==> src/inc/dword_store_pkg.sv <==
package dword_store_pkg;
    // ****************************************
    // instruction field layout
    // ****************************************
    localparam logic [4:0] OP_STORE_DWORD = 5'h0F;
    localparam logic [4:0] OP_WIDE_GROUP = 5'h1F;
    localparam logic [4:0] OP_REG_REG = 5'h1D;
    localparam logic [4:0] OP_EXTEND = 5'h1E;
    localparam logic [2:0] FN_STACK_DWORD = 3'h1;
    localparam logic [2:0] FN_RA_STACK = 3'h2;
    localparam logic [2:0] FN_SIGN_EXT_WORD = 3'h6;
    localparam logic [4:0] FN_CONVERT = 5'h11;
    localparam int OP_HI = 15;
    localparam int OP_LO = 11;
    localparam int ALIGN_BITS = 3;
    localparam logic [4:0] REG_STACK = 5'h1D;
    localparam logic [4:0] REG_RETURN = 5'h1F;
    // ****************************************
    // exception codes
    // ****************************************
    localparam logic [2:0] EXC_NONE = 3'h0;
    localparam logic [2:0] EXC_ADDR = 3'h1;
    localparam logic [2:0] EXC_RESERVED = 3'h2;
    localparam logic [2:0] EXC_TLB_REFILL = 3'h3;
    localparam logic [2:0] EXC_TLB_INVALID = 3'h4;
    localparam logic [2:0] EXC_TLB_MODIFIED = 3'h5;
    localparam logic [2:0] EXC_BUS = 3'h6;
    typedef enum logic [1:0] {
        ST_IDLE = 2'h0,
        ST_STORE = 2'h1,
        ST_DONE = 2'h3
    } store_state_t;
endpackage

==> src/core/dword_store_sew.sv <==
// Function
// - sign-extend word writes back sign extension of bits 31..0
// - source not a sign-extended word gives an unpredictable result
// - register store: opcode 01111, base 10..8, source 7..5, offset 4..0
// - register store address: offset shifted 3, zero-extended, plus base
// - extend prefix supplies sign-extended 16-bit offset added to base
// - every store writes all 64 source bits as one doubleword
// - low 3 address bits nonzero: address error, no memory write
// - stack store: opcode 11111 function 001, offset shifted 3, plus r29
// - extended stack store: sign-extended 16-bit offset plus r29
// - return-address store: 8-bit offset shifted 3 plus r29, stores r31
// - extended return-address store: signed 16-bit offset, stores r31
// - stores report translation, bus, address and reserved exceptions
module dword_store_sew (
    input wire logic ref_clk,
    input wire logic rst,
    input wire logic insn_valid,
    input wire logic [31:0] insn,
    input wire logic wide_ops_enabled,
    output logic insn_ready,
    output logic [2:0] reg_a_index,
    output logic [2:0] reg_b_index,
    input wire logic [63:0] reg_a_data,
    input wire logic [63:0] reg_b_data,
    input wire logic [63:0] stack_pointer_reg,
    input wire logic [63:0] return_address_reg,
    output logic wb_valid,
    output logic [2:0] wb_index,
    output logic [63:0] wb_data,
    output logic mem_req,
    output logic [63:0] mem_addr,
    output logic [63:0] mem_wdata,
    input wire logic mem_ack,
    input wire logic [2:0] mem_fault,
    output logic exc_valid,
    output logic [2:0] exc_code,
    output logic [63:0] exc_addr,
    output logic done
);
    // ****************************************
    // decode
    // ****************************************
    logic extended;
    logic [15:0] op;
    logic is_reg_store, is_stack_store, is_rasp, is_sew, is_ours;
    logic [63:0] base, addr, store_data;
    logic misaligned;

    assign extended = insn[31:27] == dword_store_pkg::OP_EXTEND;
    assign op = insn[15:0];
    assign is_reg_store =
        op[15:11] == dword_store_pkg::OP_STORE_DWORD;
    assign is_stack_store = op[15:11] == dword_store_pkg::OP_WIDE_GROUP
        && op[10:8] == dword_store_pkg::FN_STACK_DWORD;
    assign is_rasp = op[15:11] == dword_store_pkg::OP_WIDE_GROUP
        && op[10:8] == dword_store_pkg::FN_RA_STACK;
    assign is_sew = !extended
        && op[15:11] == dword_store_pkg::OP_REG_REG
        && op[7:5] == dword_store_pkg::FN_SIGN_EXT_WORD
        && op[4:0] == dword_store_pkg::FN_CONVERT;
    assign is_ours = is_reg_store || is_stack_store || is_rasp || is_sew;
    assign reg_a_index = op[10:8];
    assign reg_b_index = op[7:5];

    always_comb begin
        if (is_reg_store) begin
            base = reg_a_data;
        end else begin
            base = stack_pointer_reg;
        end
        if (is_rasp) begin
            store_data = return_address_reg;
        end else begin
            store_data = reg_b_data;
        end
    end

    dword_addr_gen u_addr (
        .insn(insn),
        .extended(extended),
        .ret_form(is_rasp),
        .base(base),
        .addr(addr),
        .misaligned(misaligned)
    );

    // ****************************************
    // sequencing
    // ****************************************
    dword_store_pkg::store_state_t state_r, state_nxt;
    logic wb_valid_r, wb_valid_nxt;
    logic [2:0] wb_index_r, wb_index_nxt;
    logic [63:0] wb_data_r, wb_data_nxt;
    logic [63:0] mem_addr_r, mem_addr_nxt, mem_wdata_r, mem_wdata_nxt;
    logic exc_valid_r, exc_valid_nxt;
    logic [2:0] exc_code_r, exc_code_nxt;
    logic [63:0] exc_addr_r, exc_addr_nxt;

    assign insn_ready = state_r == dword_store_pkg::ST_IDLE;

    always_comb begin
        state_nxt = state_r;
        wb_valid_nxt = 1'b0;
        wb_index_nxt = wb_index_r;
        wb_data_nxt = wb_data_r;
        mem_addr_nxt = mem_addr_r;
        mem_wdata_nxt = mem_wdata_r;
        exc_valid_nxt = 1'b0;
        exc_code_nxt = exc_code_r;
        exc_addr_nxt = exc_addr_r;
        case (state_r)
            dword_store_pkg::ST_IDLE: begin
                if (insn_valid && is_ours) begin
                    if (!wide_ops_enabled) begin
                        exc_valid_nxt = 1'b1;
                        exc_code_nxt = dword_store_pkg::EXC_RESERVED;
                        exc_addr_nxt = 64'h0;
                        state_nxt = dword_store_pkg::ST_DONE;
                    end else if (is_sew) begin
                        // no word check: a bad source just yields its extension
                        wb_valid_nxt = 1'b1;
                        wb_index_nxt = reg_a_index;
                        wb_data_nxt = {{32{reg_a_data[31]}},
                            reg_a_data[31:0]};
                        state_nxt = dword_store_pkg::ST_DONE;
                    end else if (misaligned) begin
                        exc_valid_nxt = 1'b1;
                        exc_code_nxt = dword_store_pkg::EXC_ADDR;
                        exc_addr_nxt = addr;
                        state_nxt = dword_store_pkg::ST_DONE;
                    end else begin
                        mem_addr_nxt = addr;
                        mem_wdata_nxt = store_data;
                        state_nxt = dword_store_pkg::ST_STORE;
                    end
                end
            end
            dword_store_pkg::ST_STORE: begin
                if (mem_ack) begin
                    if (mem_fault != dword_store_pkg::EXC_NONE) begin
                        exc_valid_nxt = 1'b1;
                        exc_code_nxt = mem_fault;
                        exc_addr_nxt = mem_addr_r;
                    end
                    state_nxt = dword_store_pkg::ST_DONE;
                end
            end
            dword_store_pkg::ST_DONE: begin
                state_nxt = dword_store_pkg::ST_IDLE;
            end
            default: begin
                state_nxt = dword_store_pkg::ST_IDLE;
            end
        endcase
    end

    always_ff @(posedge ref_clk) begin
        if (rst) begin
            state_r <= dword_store_pkg::ST_IDLE;
            wb_valid_r <= 1'b0;
            wb_index_r <= 3'h0;
            wb_data_r <= 64'h0;
            mem_addr_r <= 64'h0;
            mem_wdata_r <= 64'h0;
            exc_valid_r <= 1'b0;
            exc_code_r <= 3'h0;
            exc_addr_r <= 64'h0;
        end else begin
            state_r <= state_nxt;
            wb_valid_r <= wb_valid_nxt;
            wb_index_r <= wb_index_nxt;
            wb_data_r <= wb_data_nxt;
            mem_addr_r <= mem_addr_nxt;
            mem_wdata_r <= mem_wdata_nxt;
            exc_valid_r <= exc_valid_nxt;
            exc_code_r <= exc_code_nxt;
            exc_addr_r <= exc_addr_nxt;
        end
    end

    assign mem_req = state_r == dword_store_pkg::ST_STORE;
    assign mem_addr = mem_addr_r;
    assign mem_wdata = mem_wdata_r;
    assign wb_valid = wb_valid_r;
    assign wb_index = wb_index_r;
    assign wb_data = wb_data_r;
    assign exc_valid = exc_valid_r;
    assign exc_code = exc_code_r;
    assign exc_addr = exc_addr_r;
    assign done = state_r == dword_store_pkg::ST_DONE;

    // ****************************************
    // checks
    // ****************************************
    chk_sew_result: assert property (
        @(posedge ref_clk) disable iff (rst)
        wb_valid |-> wb_data[63:32] == {32{wb_data[31]}})
        else $error("sign-extend result not extended");
    chk_store_aligned: assert property (
        @(posedge ref_clk) disable iff (rst)
        mem_req |-> mem_addr[2:0] == 3'h0)
        else $error("misaligned doubleword store issued");
    chk_misalign_exc: assert property (
        @(posedge ref_clk) disable iff (rst)
        insn_ready && insn_valid && wide_ops_enabled && !is_sew
        && is_ours && misaligned |=> exc_valid
        && exc_code == dword_store_pkg::EXC_ADDR && !mem_req)
        else $error("misaligned store missed address error");
    chk_reserved_exc: assert property (
        @(posedge ref_clk) disable iff (rst)
        insn_ready && insn_valid && is_ours && !wide_ops_enabled
        |=> exc_valid && exc_code == dword_store_pkg::EXC_RESERVED
        && !mem_req && !wb_valid)
        else $error("disabled wide op not refused");
    chk_reg_store_addr: assert property (
        @(posedge ref_clk) disable iff (rst)
        insn_ready && insn_valid && wide_ops_enabled && is_reg_store
        && !extended && !misaligned
        |=> mem_req && mem_addr == $past(reg_a_data)
        + {56'h0, $past(insn[4:0]), 3'h0})
        else $error("register store address wrong");
    chk_rasp_data: assert property (
        @(posedge ref_clk) disable iff (rst)
        insn_ready && insn_valid && wide_ops_enabled && is_rasp
        && !misaligned |=> mem_req
        && mem_wdata == $past(return_address_reg))
        else $error("return address store data wrong");
    chk_fault_report: assert property (
        @(posedge ref_clk) disable iff (rst)
        mem_req && mem_ack && mem_fault != 3'h0
        |=> exc_valid && exc_code == $past(mem_fault) ##1 !exc_valid)
        else $error("store fault not reported");
    chk_store_done: assert property (
        @(posedge ref_clk) disable iff (rst)
        mem_req && mem_ack |=> done ##1 insn_ready)
        else $error("store did not complete");
endmodule // dword_store_sew

==> src/core/dword_addr_gen.sv <==
module dword_addr_gen (
    input wire logic [31:0] insn,
    input wire logic extended,
    input wire logic ret_form,
    input wire logic [63:0] base,
    output logic [63:0] addr,
    output logic misaligned
);
    logic [63:0] offset;

    always_comb begin
        if (extended) begin
            // 16-bit offset: 15:11 at 20..16, 10:5 at 26..21, 4:0 at 4..0
            offset = {{48{insn[20]}}, insn[20:16], insn[26:21],
                insn[4:0]};
        end else if (ret_form) begin
            offset = {53'h0, insn[7:0], 3'h0};
        end else begin
            offset = {56'h0, insn[4:0], 3'h0};
        end
    end

    assign addr = base + offset;
    assign misaligned = |addr[dword_store_pkg::ALIGN_BITS-1:0];
endmodule // dword_addr_gen

==> config.mk <==
export PLATFORM = sky130hd
export DESIGN_NAME = dword_store_sew
export DESIGN_NICKNAME = d
export VERILOG_FILES = /design/src/inc/dword_store_pkg.sv /design/src/core/dword_store_sew.sv /design/src/core/dword_addr_gen.sv
export SDC_FILE = /design/constraint.sdc
export NUM_CORES = 1
export LEC_CHECK = 0
export BUFFER_PORTS_ARGS = -buffer_cell sky130_fd_sc_hd__buf_4
export CAP_MARGIN = 15
export CORE_AREA = 2 2 224 226
export CTS_CLUSTER_DIAMETER = 80
export DETAILED_ROUTE_END_ITERATION = 6
export DIE_AREA = 0 0 226 228
export SLEW_MARGIN = 20
export SYNTH_ARGS = -nofsm -noshare
export SYNTH_HDL_FRONTEND = slang
export SYNTH_SLANG_ARGS = --single-unit
==> constraint.sdc <==
create_clock -name ref_clk -period 4.6 [get_ports ref_clk]
set_clock_uncertainty 0.1 [all_clocks]
set_input_delay 0.69 -clock ref_clk [delete_from_list [all_inputs] [get_ports ref_clk]]
set_output_delay 0.69 -clock ref_clk [all_outputs]
set_load 0.01 [all_outputs]
==> flow_summary.ini <==
[outcome]
status = finished clean

[clocking]
cts.reportedPaths.clkPinSlew_ps = 60
cts_max_level = 1
cts_setup_buffers = 0
clk_latency_ps = 560
cts_hold_buf = 0
cts_tree = built
clk_path_buf_depth = 3
cts_buffers = 29
root_buffer = clkbuf_16
clock_sinks = 234
ctsResizeCount = 0

[floorplanning]
dieArea_um2 = 51500
die_h_um = 228
io_pins = 569
coreArea_um2 = 49300
die_width_um = 226
initial_utilization_pct = 28.8
fp-row-count = 82

[routing]
drt-met1-wl_um = 26000
routedWlPerCell_um = 19.8
drtPass1Iterations = 5
vias = 15600
wl_um = 62200
via_per_inst = 4.97
routed-wl-met3_um = 3820
ant_nets = 0
highest_layer = met4
drtIter0Drc = 928
met2_length_um = 30600
drc = 0

[worst_hold_path]
hold_path_depth = 3
hold_path_class = primary input to flop

[logic_synthesis]
synth_top_cell_by_area = dfxtp_1
synthTopCellsByCount = nand2_1, dfxtp_1, a21oi_1
synth_edf_count = 0
synth_most_common_cell = nand2_1
ys_types = 75
synthFlopType = dfxtp_1
yosysTopAreaCellShare_pct = 32.9
synthesis.nets = 2137
synth-seq-cells = 234
synthesis.area_per_instance_um2 = 8.01
synthCells = 1777
synth_warnings = 0
yosys-top-cells-area = dfxtp_1, nand2_1, a21oi_1
syn_area_um2 = 14200
ys_seq_area_share_pct = 32.9
async_flop_share_pct = 0

[job]
cap_viol_max_count = 0

[setup_path]
worst-endpoint-arrival_ps = 4470
regToRegSetupSlack_ps = 1630
worstReg2RegEnd = exc_addr[19]$_SDFFE_PP0P_
startpoint = insn[11]
rr_worst_depth = 8
critPathRequiredTime_ps = 4930
start_kind = primary input
crit_path_end_kind = flop
r2r-start = state_r[0]$_SDFFE_PP0P_
crit_fanout = 25
worstSetupEndpoint = exc_addr[62]$_SDFFE_PP0P_
worstSetupPathType = primary input to flop

[placement]
dp_hpwl_um = 50000
io_buffers = 568
gp_congestion = 0.943
dpl_cell_area_um2 = 20400

[global_route]
grt_max_degree = 110
grt_pass1_vias = 15400
grt_pass1_wl_um = 92500
globalRouteOverflowTotal = 0
grt_usage_pct = 23.0
antenna_found_initial = 10

[finish]
fin_area_um2 = 21300
drive_gt1_share_pct = 38.3
final_nets = 2793
syn2layout_area_growth_pct = 49.8
fin_util_pct = 43.2

[timing]
relSlewSlack_pct = 34.0
rsz0062_at_grt = false
fin_crit_sh_pct = 89.9
period_minus_slack_ps = 4140
worstMarginPinSlew_ps = 990
max_freq_ghz = 0.242
finalSetupViolations = 0
hold_violations = 0
maxSlewViolCount = 0

[power_and_ir_drop]
peakVddDrop_mv = 0.274
powerDensity_nw_per_um2 = 244
leakagePower_nw = 9.68
[cell families (layout without fill, tap and decap cells)]
kind of cell               after synthesis  in the layout  synth area share, %
buffers and inverters                  188            865                 6.10
xor gates and xnor gates                60             60                 3.69
AOI/OAI and AO/OA                      482            482                 22.4
muxes                                  135            135                 10.1
other                                    0              9                    0
and+or+nand+nor                        614            614                 19.1
adders and majority gates               64             64                 5.68
DFF                                    234            234                 32.9
[layout by cell type, fill, tap and decap left out, types with 4 or more instances in the layout]
cell,netlist,layout
a31oi_1,5,5
xnor2_1,38,38
nor3b_1,8,8
a21oi_1,179,179
nand4_1,25,25
clkbuf_8,0,4
a211oi_1,71,71
diode_2,0,9
buf_4,38,781
nand3_1,23,23
nand2b_1,5,5
o21ai_1,10,10
or2_2,4,4
nor3_1,68,67
and2_1,17,15
nor2_1,169,168
or3_1,7,7
a21o_1,27,26
nand2_1,255,254
o21a_1,10,10
buf_12,0,7
clkbuf_1,102,4
and3_1,6,6
o31ai_1,6,6
clkbuf_16,0,29
o21ai_0,55,55
o21bai_1,20,20
clkinv_2,0,7
nand3b_1,10,10
o211ai_1,7,7
ha_1,63,63
a221oi_1,48,48
inv_1,23,23
xor2_1,22,22
mux2i_1,67,67
nor4_1,5,4
mux2_2,67,67
a21boi_0,6,6
dfxtp_1,234,233
[worst min-delay path by stage]
stage	start	to
floorplan	state_r[1]$_SDFFE_PP0P_	state_r[0]$_SDFFE_PP0P_
detailed placement	wb_data[25]$_SDFFE_PP0P_	wb_data[25]$_SDFFE_PP0P_
global route	reg_a_data[21]	wb_data[21]$_SDFFE_PP0P_
finish	reg_a_data[5]	wb_data[5]$_SDFFE_PP0P_
CTS	reg_a_data[15]	wb_data[15]$_SDFFE_PP0P_
global placement	exc_code[2]$_SDFFE_PP0P_	exc_code[2]$_SDFFE_PP0P_
[power breakdown]
group | leakage [nW] | switching [mW] | internal [mW] | total [mW]
registers | 1.89 | 0.0107 | 2.04 | 2.05
clock network | 0.467 | 0.971 | 1.33 | 2.30
logic | 7.33 | 0.421 | 0.427 | 0.848
[state kept, by name (all words and copies together) (netlist names)]
signal / flops
exc_addr: 64
exc_code: 3
exc_valid: 1
mem_addr: 64
mem_wdata: 64
state_r: 2
wb_data: 32
wb_index: 3
wb_valid: 1
[metrics by stage]
stage / hold WS, ps / power, mW / TNS, ps / std cells / setup WS, ps
after global placement: 343 / 2.94 / -438 / 3074 / -95.8
final: 285 / 5.20 / 0 / 3135 / 465
after global routing: 270 / 5.40 / 0 / 3134 / 102
after CTS: 254 / 5.25 / 0 / 3126 / 431
after floorplan: 373 / 2.46 / 0 / 1777 / 30.4
after detailed placement: 350 / 2.94 / -796 / 3074 / -140
[layer usage]
metal  up-vias  global-route usage (%)
li1       7682                       -
met1      7359                    27.9
met2       458                    40.7
met3        75                    4.22
met4         0                    7.57
met5         -                       0
[worst max-delay path, stage by stage]
cell       delay [ps]
buf_4             100
nand3_1           100
nor3_2            160
buf_4             210
buf_12            170
buf_12            190
mux2_2            360
ha_1              340
nand2_1           120
nor4_1            450
nand2_1           100
o2111ai_1         180
a211oi_4          120
o31ai_2           270
buf_4             170
a41oi_2           120
xnor2_1           140
buf_4             150
a221oi_2          230
nor3_1             60
[final cells by class]
cell class	instances	area, um^2
tap	672	841
clock inverter	16	166
inverter	24	90.1
multi-input combinational	1355	8720
timing repair buffer	789	6020
antenna	9	22.5
fill	4976	28000
clock buffer	36	782
sequential	234	4690
No activity file was read; power rests on OpenSTA's default activity.
